**src/verilog/asc_pkg.sv**
```systemverilog
package asc_pkg;
    localparam logic [7:0] ADDR_MODE1 = 8'h00;
    localparam logic [7:0] ADDR_MODE2 = 8'h04;
    localparam logic [7:0] ADDR_CLKSEL = 8'h08;
    localparam logic [7:0] ADDR_CMD = 8'h0C;
    localparam logic [7:0] ADDR_STAT = 8'h10;
    localparam logic [7:0] ADDR_DATA = 8'h14;
    localparam logic [7:0] ADDR_BAUD = 8'h18;
    localparam logic [7:0] ADDR_CTR = 8'h1C;

    localparam int M1_AUTO_RTS = 7;
    localparam int M1_IRQ_FULL = 6;
    localparam int M1_BLOCK = 5;
    localparam int M1_PTYPE = 2;
    localparam int M2_STOP2 = 0;
    localparam int M2_CTS_EN = 4;

    localparam int CMD_RX_EN = 0;
    localparam int CMD_RX_DIS = 1;
    localparam int CMD_TX_EN = 2;
    localparam int CMD_TX_DIS = 3;
    localparam logic [3:0] CMD_RST_RX = 4'h1;
    localparam logic [3:0] CMD_RST_TX = 4'h2;
    localparam logic [3:0] CMD_RST_ERR = 4'h3;
    localparam logic [3:0] CMD_BRK_ON = 4'h4;
    localparam logic [3:0] CMD_BRK_OFF = 4'h5;
    localparam logic [3:0] CMD_RTS_ON = 4'h6;
    localparam logic [3:0] CMD_RTS_OFF = 4'h7;

    localparam logic [7:0] MODE1_RST = 8'h00;
    localparam logic [7:0] MODE2_RST = 8'h00;
    localparam logic [7:0] CLKSEL_RST = 8'h00;
    localparam logic [15:0] DIV_RST = 16'h0000;

    // Sixteen sub-ticks per bit; the start check falls on the eighth.
    localparam logic [3:0] SUB_FULL16 = 4'hF;
    localparam logic [3:0] SUB_HALF16 = 4'h7;
    localparam logic [1:0] BRK_HIGH_CNT = 2'h2;
    localparam logic [1:0] QUEUE_LAST = 2'h2;
    localparam logic [1:0] QUEUE_FULL = 2'h3;

    typedef enum logic [1:0] {
        SRC_BAUD = 2'b00, SRC_CTR = 2'b01, SRC_EXT16 = 2'b10, SRC_EXT1 = 2'b11
    } asc_src_t;
    typedef enum logic [1:0] {
        PAR_WITH = 2'b00, PAR_FORCE = 2'b01, PAR_NONE = 2'b10, PAR_WAKE = 2'b11
    } asc_par_t;
    typedef enum logic [2:0] {
        TX_IDLE = 3'b000, TX_START = 3'b001, TX_DATA = 3'b010, TX_PAR = 3'b011,
        TX_STOP = 3'b100
    } asc_tx_st_t;
    typedef enum logic [2:0] {
        RX_HUNT = 3'b000, RX_START = 3'b001, RX_DATA = 3'b010, RX_PAR = 3'b011,
        RX_STOP = 3'b100, RX_FEWAIT = 3'b101, RX_BRK = 3'b110
    } asc_rx_st_t;

    typedef struct packed {
        logic brk;
        logic fe;
        logic pe;
        logic [7:0] data;
    } asc_entry_t;

    typedef struct packed {
        logic [7:0] mode1;
        logic [7:0] mode2;
        logic [7:0] clksel;
        logic [15:0] baud_div;
        logic [15:0] ctr_div;
        logic [15:0] baud_cnt;
        logic [15:0] ctr_cnt;
        logic rx_s1, rx_s2, rx_s3;
        logic ext_s1, ext_s2, ext_s3;
        logic cts_s1, cts_s2;
        logic ack;
        logic [31:0] prdata;
        logic tx_en, rx_en, brk, rts_on, auto_neg, rts_n, txd, line;
        logic [7:0] tx_hold_reg;
        logic thr_full;
        asc_tx_st_t tx_st;
        logic [3:0] tx_sub;
        logic [2:0] tx_bit;
        logic [7:0] tx_sh;
        logic tx_par;
        asc_rx_st_t rx_st;
        logic [3:0] rx_sub;
        logic [2:0] rx_bit;
        logic [7:0] rx_sh;
        logic rx_pe, rx_nz;
        logic [1:0] hi_cnt;
        logic [1:0] wr_ptr, rd_ptr, count;
        logic avail, ovr;
        logic [2:0] acc;
    } asc_state_t;
endpackage

```
**src/verilog/asc_mem.sv**
```systemverilog
`timescale 1ns/10ps
module asc_mem import asc_pkg::*; #(
    parameter int DEPTH = 3,
    parameter int AW = 2
) (
    input wire logic pclk,
    input wire logic presetn,
    input wire logic we,
    input wire logic [AW-1:0] waddr,
    input wire asc_entry_t wdata,
    input wire logic [AW-1:0] raddr,
    output asc_entry_t rdata
);
    typedef struct packed {
        asc_entry_t [DEPTH-1:0] mem;
        asc_entry_t rd;
    } asc_mem_state_t;

    asc_mem_state_t r, next_r;

    // Contents survive a receiver reset; only pointers move.
    always_comb begin
        next_r = r;
        if (we) begin
            next_r.mem[waddr] = wdata;
        end
        next_r.rd = r.mem[raddr];
    end

    always_ff @(posedge pclk or negedge presetn) begin
        if (!presetn) begin
            r <= '0;
        end else begin
            r <= next_r;
        end
    end

    assign rdata = r.rd;
endmodule

```
**src/verilog/asc_chan.sv**
```systemverilog
// The placing of the registers and the APB interface to the registers were left to the implementer.
`timescale 1ns/10ps
module asc_chan import asc_pkg::*; (
    input wire logic pclk,
    input wire logic presetn,
    input wire logic psel,
    input wire logic penable,
    input wire logic pwrite,
    input wire logic [7:0] paddr,
    input wire logic [31:0] pwdata,
    output logic [31:0] prdata,
    output logic pready,
    output logic pslverr,
    input wire logic rxd,
    output logic txd,
    input wire logic ext_clk,
    input wire logic clear_to_send_n,
    output logic send_request_n,
    output logic rx_avail_flag,
    output logic rx_queue_full_flag,
    output logic tx_idle_flag,
    output logic rx_event
);
    asc_state_t r, n;
    asc_entry_t head, push_e;
    logic push, push_ok, pop, acc_ph, commit, wr_c, rd_c, addr_ok;
    logic baud_tick, ctr_tick, ext_tick, tx_tick, rx_tick, tx_end, rx_mid;
    logic rx_in, fall, cts_ok, par_on, full;
    logic [3:0] tx_full, rx_full, rx_half;
    logic [2:0] nbits_m1;
    logic [7:0] mask, rx_data, stat;
    logic [31:0] rd_val;
    asc_src_t tx_src, rx_src;
    asc_par_t par_mode;

    function automatic logic pick(asc_src_t s, logic b, logic c, logic e);
        unique case (s)
            SRC_BAUD: pick = b;
            SRC_CTR: pick = c;
            SRC_EXT16, SRC_EXT1: pick = e;
        endcase
    endfunction

    function automatic logic [1:0] inc3(logic [1:0] p);
        inc3 = (p == QUEUE_LAST) ? 2'h0 : p + 2'h1;
    endfunction

    ////////////////////////////////////////////////////////////////////////////
    // Bus side: every access takes one wait state so read data come from a flop.
    assign acc_ph = psel & penable;
    assign commit = acc_ph & r.ack;
    assign wr_c = commit & pwrite;
    assign rd_c = commit & ~pwrite;
    assign addr_ok = (paddr[1:0] == 2'h0) && (paddr <= ADDR_CTR);
    assign pready = r.ack;
    assign pslverr = r.ack & ~addr_ok;
    assign prdata = r.prdata;
    assign pop = rd_c && (paddr == ADDR_DATA);

    ////////////////////////////////////////////////////////////////////////////
    // Bit clocks and character format.
    assign baud_tick = (r.baud_cnt == 16'h0000);
    assign ctr_tick = (r.ctr_cnt == 16'h0000);
    assign ext_tick = r.ext_s2 & ~r.ext_s3;
    assign tx_src = asc_src_t'(r.clksel[3:2]);
    assign rx_src = asc_src_t'(r.clksel[1:0]);
    assign tx_tick = pick(tx_src, baud_tick, ctr_tick, ext_tick);
    assign rx_tick = pick(rx_src, baud_tick, ctr_tick, ext_tick);
    assign tx_full = (tx_src == SRC_EXT1) ? 4'h0 : SUB_FULL16;
    assign rx_full = (rx_src == SRC_EXT1) ? 4'h0 : SUB_FULL16;
    assign rx_half = (rx_src == SRC_EXT1) ? 4'h0 : SUB_HALF16;
    assign tx_end = tx_tick && (r.tx_sub == tx_full);
    assign rx_mid = rx_tick && (r.rx_sub == rx_full);
    assign nbits_m1 = {1'b1, r.mode1[1:0]};
    assign mask = 8'hFF >> (2'h3 - r.mode1[1:0]);
    assign rx_data = r.rx_sh >> (2'h3 - r.mode1[1:0]);
    assign par_mode = asc_par_t'(r.mode1[4:3]);
    assign par_on = (par_mode != PAR_NONE);
    assign rx_in = r.rx_s2;
    assign fall = r.rx_s3 & ~r.rx_s2;
    assign cts_ok = ~r.mode2[M2_CTS_EN] | ~r.cts_s2;
    assign full = (r.count == QUEUE_FULL);

    ////////////////////////////////////////////////////////////////////////////
    // Status and read mux.
    always_comb begin
        stat = '0;
        stat[0] = r.avail;
        stat[1] = full;
        stat[2] = ~r.thr_full;
        stat[3] = tx_idle_flag;
        stat[4] = r.ovr;
        if (r.mode1[M1_BLOCK]) begin
            stat[7:5] = r.acc;
        end else begin
            stat[7:5] = {head.brk, head.fe, head.pe} & {3{r.avail}};
        end
        unique case (paddr)
            ADDR_MODE1: rd_val = {24'h000000, r.mode1};
            ADDR_MODE2: rd_val = {24'h000000, r.mode2};
            ADDR_CLKSEL: rd_val = {24'h000000, r.clksel};
            ADDR_STAT: rd_val = {24'h000000, stat};
            ADDR_DATA: rd_val = {24'h000000, head.data};
            ADDR_BAUD: rd_val = {16'h0000, r.baud_div};
            ADDR_CTR: rd_val = {16'h0000, r.ctr_div};
            default: rd_val = 32'h00000000;
        endcase
    end

    ////////////////////////////////////////////////////////////////////////////
    always_comb begin
        n = r;
        push = 1'b0;
        push_e = '0;
        n.rx_s1 = rxd;
        n.rx_s2 = r.rx_s1;
        n.rx_s3 = r.rx_s2;
        n.ext_s1 = ext_clk;
        n.ext_s2 = r.ext_s1;
        n.ext_s3 = r.ext_s2;
        n.cts_s1 = clear_to_send_n;
        n.cts_s2 = r.cts_s1;
        n.baud_cnt = baud_tick ? r.baud_div : r.baud_cnt - 16'h0001;
        n.ctr_cnt = ctr_tick ? r.ctr_div : r.ctr_cnt - 16'h0001;
        n.ack = acc_ph & ~r.ack;
        if (acc_ph && !r.ack) begin
            n.prdata = rd_val;
        end

        // Transmitter.
        if (r.tx_st != TX_IDLE && tx_tick) begin
            n.tx_sub = tx_end ? 4'h0 : r.tx_sub + 4'h1;
        end
        unique case (r.tx_st)
            TX_IDLE: begin
                n.line = 1'b1;
                if (r.thr_full && cts_ok) begin
                    // Sub-tick count restarts here so the start bit goes out at once.
                    n.tx_st = TX_START;
                    n.tx_sub = 4'h0;
                    n.tx_sh = r.tx_hold_reg;
                    n.tx_par = (par_mode == PAR_WITH) ?
                        (^(r.tx_hold_reg & mask) ^ r.mode1[M1_PTYPE]) : r.mode1[M1_PTYPE];
                    n.thr_full = 1'b0;
                    n.line = 1'b0;
                end
            end
            TX_START: begin
                if (tx_end) begin
                    n.tx_st = TX_DATA;
                    n.tx_bit = 3'h0;
                    n.line = r.tx_sh[0];
                end
            end
            TX_DATA: begin
                if (tx_end) begin
                    if (r.tx_bit == nbits_m1) begin
                        n.tx_st = par_on ? TX_PAR : TX_STOP;
                        n.line = par_on ? r.tx_par : 1'b1;
                        n.tx_bit = 3'h0;
                    end else begin
                        n.tx_bit = r.tx_bit + 3'h1;
                        n.tx_sh = r.tx_sh >> 1;
                        n.line = r.tx_sh[1];
                    end
                end
            end
            TX_PAR: begin
                if (tx_end) begin
                    n.tx_st = TX_STOP;
                    n.line = 1'b1;
                end
            end
            TX_STOP: begin
                if (tx_end) begin
                    if (r.mode2[M2_STOP2] && r.tx_bit == 3'h0) begin
                        n.tx_bit = 3'h1;
                    end else begin
                        n.tx_st = TX_IDLE;
                    end
                end
            end
            default: n.tx_st = TX_IDLE;
        endcase

        // Receiver.
        if ((r.rx_st == RX_DATA || r.rx_st == RX_PAR || r.rx_st == RX_STOP) && rx_tick) begin
            n.rx_sub = rx_mid ? 4'h0 : r.rx_sub + 4'h1;
        end
        if (!r.rx_en) begin
            n.rx_st = RX_HUNT;
        end else begin
            unique case (r.rx_st)
                RX_HUNT: begin
                    if (fall) begin
                        n.rx_st = RX_START;
                        n.rx_sub = 4'h0;
                    end
                end
                RX_START: begin
                    if (rx_tick) begin
                        if (r.rx_sub != rx_half) begin
                            n.rx_sub = r.rx_sub + 4'h1;
                        end else if (rx_in) begin
                            n.rx_st = RX_HUNT;
                        end else begin
                            n.rx_st = RX_DATA;
                            n.rx_sub = 4'h0;
                            n.rx_bit = 3'h0;
                            n.rx_sh = 8'h00;
                            n.rx_nz = 1'b0;
                            n.rx_pe = 1'b0;
                            if (r.mode1[M1_AUTO_RTS] && full) begin
                                n.auto_neg = 1'b1;
                            end
                        end
                    end
                end
                RX_DATA: begin
                    if (rx_mid) begin
                        n.rx_sh = {rx_in, r.rx_sh[7:1]};
                        n.rx_nz = r.rx_nz | rx_in;
                        if (r.rx_bit == nbits_m1) begin
                            n.rx_st = par_on ? RX_PAR : RX_STOP;
                        end else begin
                            n.rx_bit = r.rx_bit + 3'h1;
                        end
                    end
                end
                RX_PAR: begin
                    if (rx_mid) begin
                        n.rx_nz = r.rx_nz | rx_in;
                        n.rx_st = RX_STOP;
                        unique case (par_mode)
                            PAR_WITH: n.rx_pe = rx_in ^ ^rx_data ^ r.mode1[M1_PTYPE];
                            PAR_FORCE: n.rx_pe = rx_in ^ r.mode1[M1_PTYPE];
                            PAR_NONE, PAR_WAKE: n.rx_pe = rx_in;
                        endcase
                    end
                end
                RX_STOP: begin
                    if (rx_mid) begin
                        push = 1'b1;
                        push_e.data = rx_data;
                        push_e.pe = r.rx_pe;
                        if (rx_in) begin
                            n.rx_st = RX_HUNT;
                        end else if (!r.rx_nz) begin
                            push_e.brk = 1'b1;
                            push_e.pe = 1'b0;
                            n.rx_st = RX_BRK;
                            n.hi_cnt = 2'h0;
                        end else begin
                            push_e.fe = 1'b1;
                            n.rx_st = RX_FEWAIT;
                        end
                    end
                end
                RX_FEWAIT: begin
                    if (rx_tick) begin
                        if (r.rx_sub != rx_half) begin
                            n.rx_sub = r.rx_sub + 4'h1;
                        end else begin
                            n.rx_st = rx_in ? RX_HUNT : RX_START;
                            n.rx_sub = 4'h0;
                        end
                    end
                end
                RX_BRK: begin
                    // Counted on the system clock, so the line need only be high briefly.
                    n.hi_cnt = rx_in ? r.hi_cnt + 2'h1 : 2'h0;
                    if (rx_in && (r.hi_cnt + 2'h1 == BRK_HIGH_CNT)) begin
                        n.rx_st = RX_HUNT;
                    end
                end
                default: n.rx_st = RX_HUNT;
            endcase
        end

        // Queue: a push into a full queue is lost and flagged as overrun.
        push_ok = push && !full;
        if (push && full) begin
            n.ovr = 1'b1;
        end
        if (push_ok) begin
            n.wr_ptr = inc3(r.wr_ptr);
        end
        if (pop) begin
            // An extra read still advances the pointer; a receiver reset repairs it.
            n.rd_ptr = inc3(r.rd_ptr);
        end
        if (push_ok && !(pop && r.count != 2'h0)) begin
            n.count = r.count + 2'h1;
        end else if (!push_ok && pop && r.count != 2'h0) begin
            n.count = r.count - 2'h1;
        end
        n.avail = (r.count != 2'h0);
        if (r.avail) begin
            n.acc = r.acc | {head.brk, head.fe, head.pe};
        end
        if (!full) begin
            n.auto_neg = 1'b0;
        end

        // Register writes, applied at the completing edge.
        if (wr_c) begin
            unique case (paddr)
                ADDR_MODE1: n.mode1 = pwdata[7:0];
                ADDR_MODE2: n.mode2 = pwdata[7:0];
                ADDR_CLKSEL: n.clksel = pwdata[7:0];
                ADDR_BAUD: n.baud_div = pwdata[15:0];
                ADDR_CTR: n.ctr_div = pwdata[15:0];
                ADDR_DATA: begin
                    if (r.tx_en) begin
                        n.tx_hold_reg = pwdata[7:0];
                        n.thr_full = 1'b1;
                    end
                end
                ADDR_CMD: begin
                    if (pwdata[CMD_RX_EN]) n.rx_en = 1'b1;
                    if (pwdata[CMD_RX_DIS]) n.rx_en = 1'b0;
                    if (pwdata[CMD_TX_EN]) n.tx_en = 1'b1;
                    if (pwdata[CMD_TX_DIS]) n.tx_en = 1'b0;
                    unique case (pwdata[7:4])
                        CMD_RST_RX: begin
                            n.rx_st = RX_HUNT;
                            n.rx_en = 1'b0;
                            n.rd_ptr = n.wr_ptr;
                            n.count = 2'h0;
                        end
                        CMD_RST_TX: begin
                            n.tx_st = TX_IDLE;
                            n.thr_full = 1'b0;
                            n.tx_en = 1'b0;
                            n.line = 1'b1;
                        end
                        CMD_RST_ERR: begin
                            n.ovr = push && full;
                            n.acc = 3'h0;
                        end
                        CMD_BRK_ON: n.brk = 1'b1;
                        CMD_BRK_OFF: n.brk = 1'b0;
                        CMD_RTS_ON: n.rts_on = 1'b1;
                        CMD_RTS_OFF: n.rts_on = 1'b0;
                        default: ;
                    endcase
                end
                default: ;
            endcase
        end
        n.txd = r.brk ? 1'b0 : n.line;
        n.rts_n = ~r.rts_on | r.auto_neg;
    end

    always_ff @(posedge pclk or negedge presetn) begin
        if (!presetn) begin
            r <= '0;
            r.mode1 <= MODE1_RST;
            r.mode2 <= MODE2_RST;
            r.clksel <= CLKSEL_RST;
            r.baud_div <= DIV_RST;
            r.ctr_div <= DIV_RST;
            r.rx_s1 <= 1'b1;
            r.rx_s2 <= 1'b1;
            r.rx_s3 <= 1'b1;
            r.txd <= 1'b1;
            r.line <= 1'b1;
            r.rts_n <= 1'b1;
        end else begin
            r <= n;
        end
    end

    asc_mem #(.DEPTH(3), .AW(2)) u_mem (
        .pclk(pclk),
        .presetn(presetn),
        .we(push_ok),
        .waddr(r.wr_ptr),
        .wdata(push_e),
        .raddr(r.rd_ptr),
        .rdata(head)
    );

    assign txd = r.txd;
    assign send_request_n = r.rts_n;
    assign rx_avail_flag = r.avail;
    assign rx_queue_full_flag = full;
    assign tx_idle_flag = (r.tx_st == TX_IDLE) && !r.thr_full;
    assign rx_event = r.mode1[M1_IRQ_FULL] ? full : r.avail;
endmodule

```
**config.mk**
```make
export PLATFORM = sky130hd
export DESIGN_NAME = asc_chan
export DESIGN_NICKNAME = d
export VERILOG_FILES = /design/src/verilog/asc_pkg.sv /design/src/verilog/asc_mem.sv /design/src/verilog/asc_chan.sv
export SDC_FILE = /design/constraint.sdc
export NUM_CORES = 1
export LEC_CHECK = 0
export BUFFER_PORTS_ARGS = -buffer_cell sky130_fd_sc_hd__buf_2
export CAP_MARGIN = 20
export CORE_MARGIN = 5
export CORE_UTILIZATION = 45
export CTS_CLUSTER_DIAMETER = 50
export DETAILED_ROUTE_END_ITERATION = 16
export GPL_TIMING_DRIVEN = 0
export PLACE_DENSITY = 0.65
export REMOVE_ABC_BUFFERS = 1
export SLEW_MARGIN = 10
export SYNTH_ARGS = -nofsm -noshare
export SYNTH_HDL_FRONTEND = slang
export SYNTH_SLANG_ARGS = --single-unit
```
**constraint.sdc**
```tcl
create_clock -name pclk -period 2.7 [get_ports pclk]
set_input_delay 0 -clock pclk [delete_from_list [all_inputs] [get_ports pclk]]
set_output_delay 0 -clock pclk [all_outputs]
set_load 0.1 [all_outputs]
```
==> impl_metrics.ini <==
[outcome]
status = finished, violations left
failed_checks = negative setup slack

[worst_setup_path]
cp_cell_sequence = inv_1 > ha_2 > or3b_4 > nor3_4 > nand4_4 > buf_4 > a211o_4 > or4_4 > nand2_1 > o21ai_1
crit-reg2reg-launch = r[111]$_DFF_PN0_
worstSetupEndpointType = flop
slowest_delay_ns = 0.57
r2r-end = u_mem.r[13]$_DFFE_PN0P_
crit_arrival_ns = 3.28
crit_slowest_cell = or4_4
path_class = flop to flop
crit_required_ns = 3.12
critPathLaunchType = flop
rrSetupSlack_ns = -0.17
cp_max_fo = 7
r2r_cells = 10

[timing]
relSlewSlack_pct = 24.0
worst_slew_pin_slew_ns = 1.13
timing.final.ws_setup_ns = -0.166
max_freq_mhz = 349
maxSlewViolCount = 0
setup_tns_ns = -4.46
finClkSkew_ns = 0.00830
report.final.hold_viol_count = 0
setup_viol = 44
fin_crit_sh_pct = 106
period_minus_slack_ns = 2.87
rsz0062_at_grt = yes

[global_route]
grt_max_degree = 112
grt_util_all_layers_pct = 21.1
grt_pass1_vias = 9027
antenna_found_initial = 1
grt_pass1_wl_um = 48900
grt_remaining_overflow = 0

[yosys]
syn_area_per_cell_sq_um = 9.87
yosysTopAreaCell = dfrtp_1
synthArstFlopShare_pct = 100
synth_area_leaders = dfrtp_1 (48%), mux2_2 (6.2%), nand2_1 (5.1%)
yosys_warnings = 0
seq_area_frac_synth_pct = 49.7
synth-edff-count = 0
syn-cell-area_sq_um = 11400
synth-seq-cells = 226
yosys.area.top_type_share_pct = 48.3
yosys.cell_count.top_type = dfrtp_1
synth_ff_type = dfrtp_1
syn_inst = 1154
synth_common_cells = dfrtp_1 (220), nand2_1 (155), o21ai_0 (93)
ys_types = 69

[placed_design]
place_congestion = 0.892
pre_cts_slack_ns = -1.42
port_buffers = 55
hpwl_um = 19200
dpl.cell_count = 1474

[layout]
num_antenna_cells = 0
syn2layout_area_growth_pct = 22.6
final_util_pct = 55.8
stdcell_count = 1598
multiInputGateArea_sq_um = 5680
nets = 1306
seq_area_sq_um = 5670
drive_gt1_share_pct = 25.6
nFillCells = 2203

[flow_run]
cap_violations = 0

[hold_path]
hold_class = primary input to async pin

[cts]
clock_path_buffers = 3
h-tree-depth = 1
path_clk_slew_ns = 0.06
ctsRootBufferMaster = clkbuf_16
cts_buffers = 28
clock-sinks = 226
clk-insertion-delay-late_ns = 0.54
cts_tree = done

[power_and_ir_drop]
power.density_nw_per_um2 = 677
ir_worst_vdd_mv = 0.464
power_leakage_uw = 0.00614

[die]
die_h_um = 169
fp.dieW_um = 169
pin_count = 88
initial_core_util_pct = 45.5
row_count = 58
dieArea_sq_um = 28600
coreArea_sq_um = 25000

[routing]
vias = 9081
postRouteAntennaNets = 0
drt_iter0_drc = 546
via_per_inst = 5.68
wl_um = 30600
wl_per_cell_um = 19.2
post-route-drc-count = 0
drt_first_pass_iters = 5
## worst max path at each step
| stage | to | slack [ns] | start |
|---|---|---|---|
| floorplan | r[12]$_DFFE_PN0P_ | -0.51 | r[126]$_DFF_PN0_ |
| global placement | r[24]$_DFFE_PN0P_ | -2.39 | presetn |
| detailed placement | u_mem.r[28]$_DFFE_PN0P_ | -1.42 | r[132]$_DFF_PN0_ |
| CTS | r[14]$_DFFE_PN0P_ | -0.07 | r[111]$_DFF_PN0_ |
| global route | u_mem.r[39]$_DFFE_PN0P_ | -0.28 | r[111]$_DFF_PN0_ |
| finish | u_mem.r[13]$_DFFE_PN0P_ | -0.17 | r[111]$_DFF_PN0_ |
## through the flow
stage	power [uW]	cell area [sq um]	hold slack, ns
3_3_place_gp	4980	11700	0.106
4_1_cts	9500	13600	0.0120
2_1_floorplan	4720	11000	-0.296
5_1_grt	9870	14000	0.0349
3_5_place_dp	5040	11800	-0.168
6_report	9460	14000	0.0291
## state kept, by name, summed over array words and instances (netlist names)
register        flops
rx_in               1
u_mem.r            33
nbits_m1            2
send_request_n      1
r                 153
n                   4
u_mem.rdata        11
pready              1
rx_avail_flag       1
prdata             16
par_mode            2
txd                 1
## repair_timing
action                     in CTS  in global routing
pin swaps                      29                 17
buffers inserted               29                 13
gates cloned                    8                  2
hold endpoints to repair      294                  0
hold buffers                   23                  0
gates resized for setup        67                 83
setup endpoints to repair      84                 89
## layer usage
metal  vias up  GRT usage (%)  wire length, um
met1      4524           27.7            13000
met3        74           4.25             1710
met5         -              0               13
met2       225           34.9            14700
met4         2           7.88             1130
li1       4256              -                -
## power by group
group | internal [uW] | total [uW] | switching [uW]
clock | 2830 | 4340 | 1510
combinational | 491 | 1130 | 644
sequential | 3670 | 3980 | 310
## cell type report
cell class	instances	share of cell area [%]
multi-input combinational	836	40.6
clock buffer	33	5.59
clock inverter	18	2.22
sequential	226	40.6
timing repair buffer	127	7.27
inverter	28	0.752
tap	330	2.96
## critical path: cells and delay by family (launching register included)
family	cells	cell delay [ns]
fa+ha+maj	1	0.17
buf+inv	2	0.28
compound gates	2	0.43
simple gates	5	1.46
flops	1	0.38
## logic make-up (layout without fill, tap and decap cells)
group	count (synthesis)	after routing	share of synthesized area (%)
and+or+nand+nor	400	406	16.8
AOI/OAI and AO/OA	262	263	14.3
DFF	226	226	49.7
buffers and inverters	114	206	5.06
muxes	94	94	9.17
xor gates and xnor gates	46	46	3.66
adders and majority gates	11	11	1.21
other	1	16	0.0329
## placed cells by master (no fill, tap or decap), drive strengths merged, types with 14 or more instances in the layout
cell / n
a21oi: 54
a22oi: 20
a31oi: 14
buf: 104
clkbuf: 33
conb: 16
dfrtp: 220
dlygate4sd3: 23
inv: 29
mux2: 63
mux2i: 29
nand2: 155
nand2b: 16
nand3: 18
nor2: 92
nor3: 26
nor4: 15
o21ai: 100
xnor2: 31
xor2: 14
No activity file was read; power rests on OpenSTA's default activity.
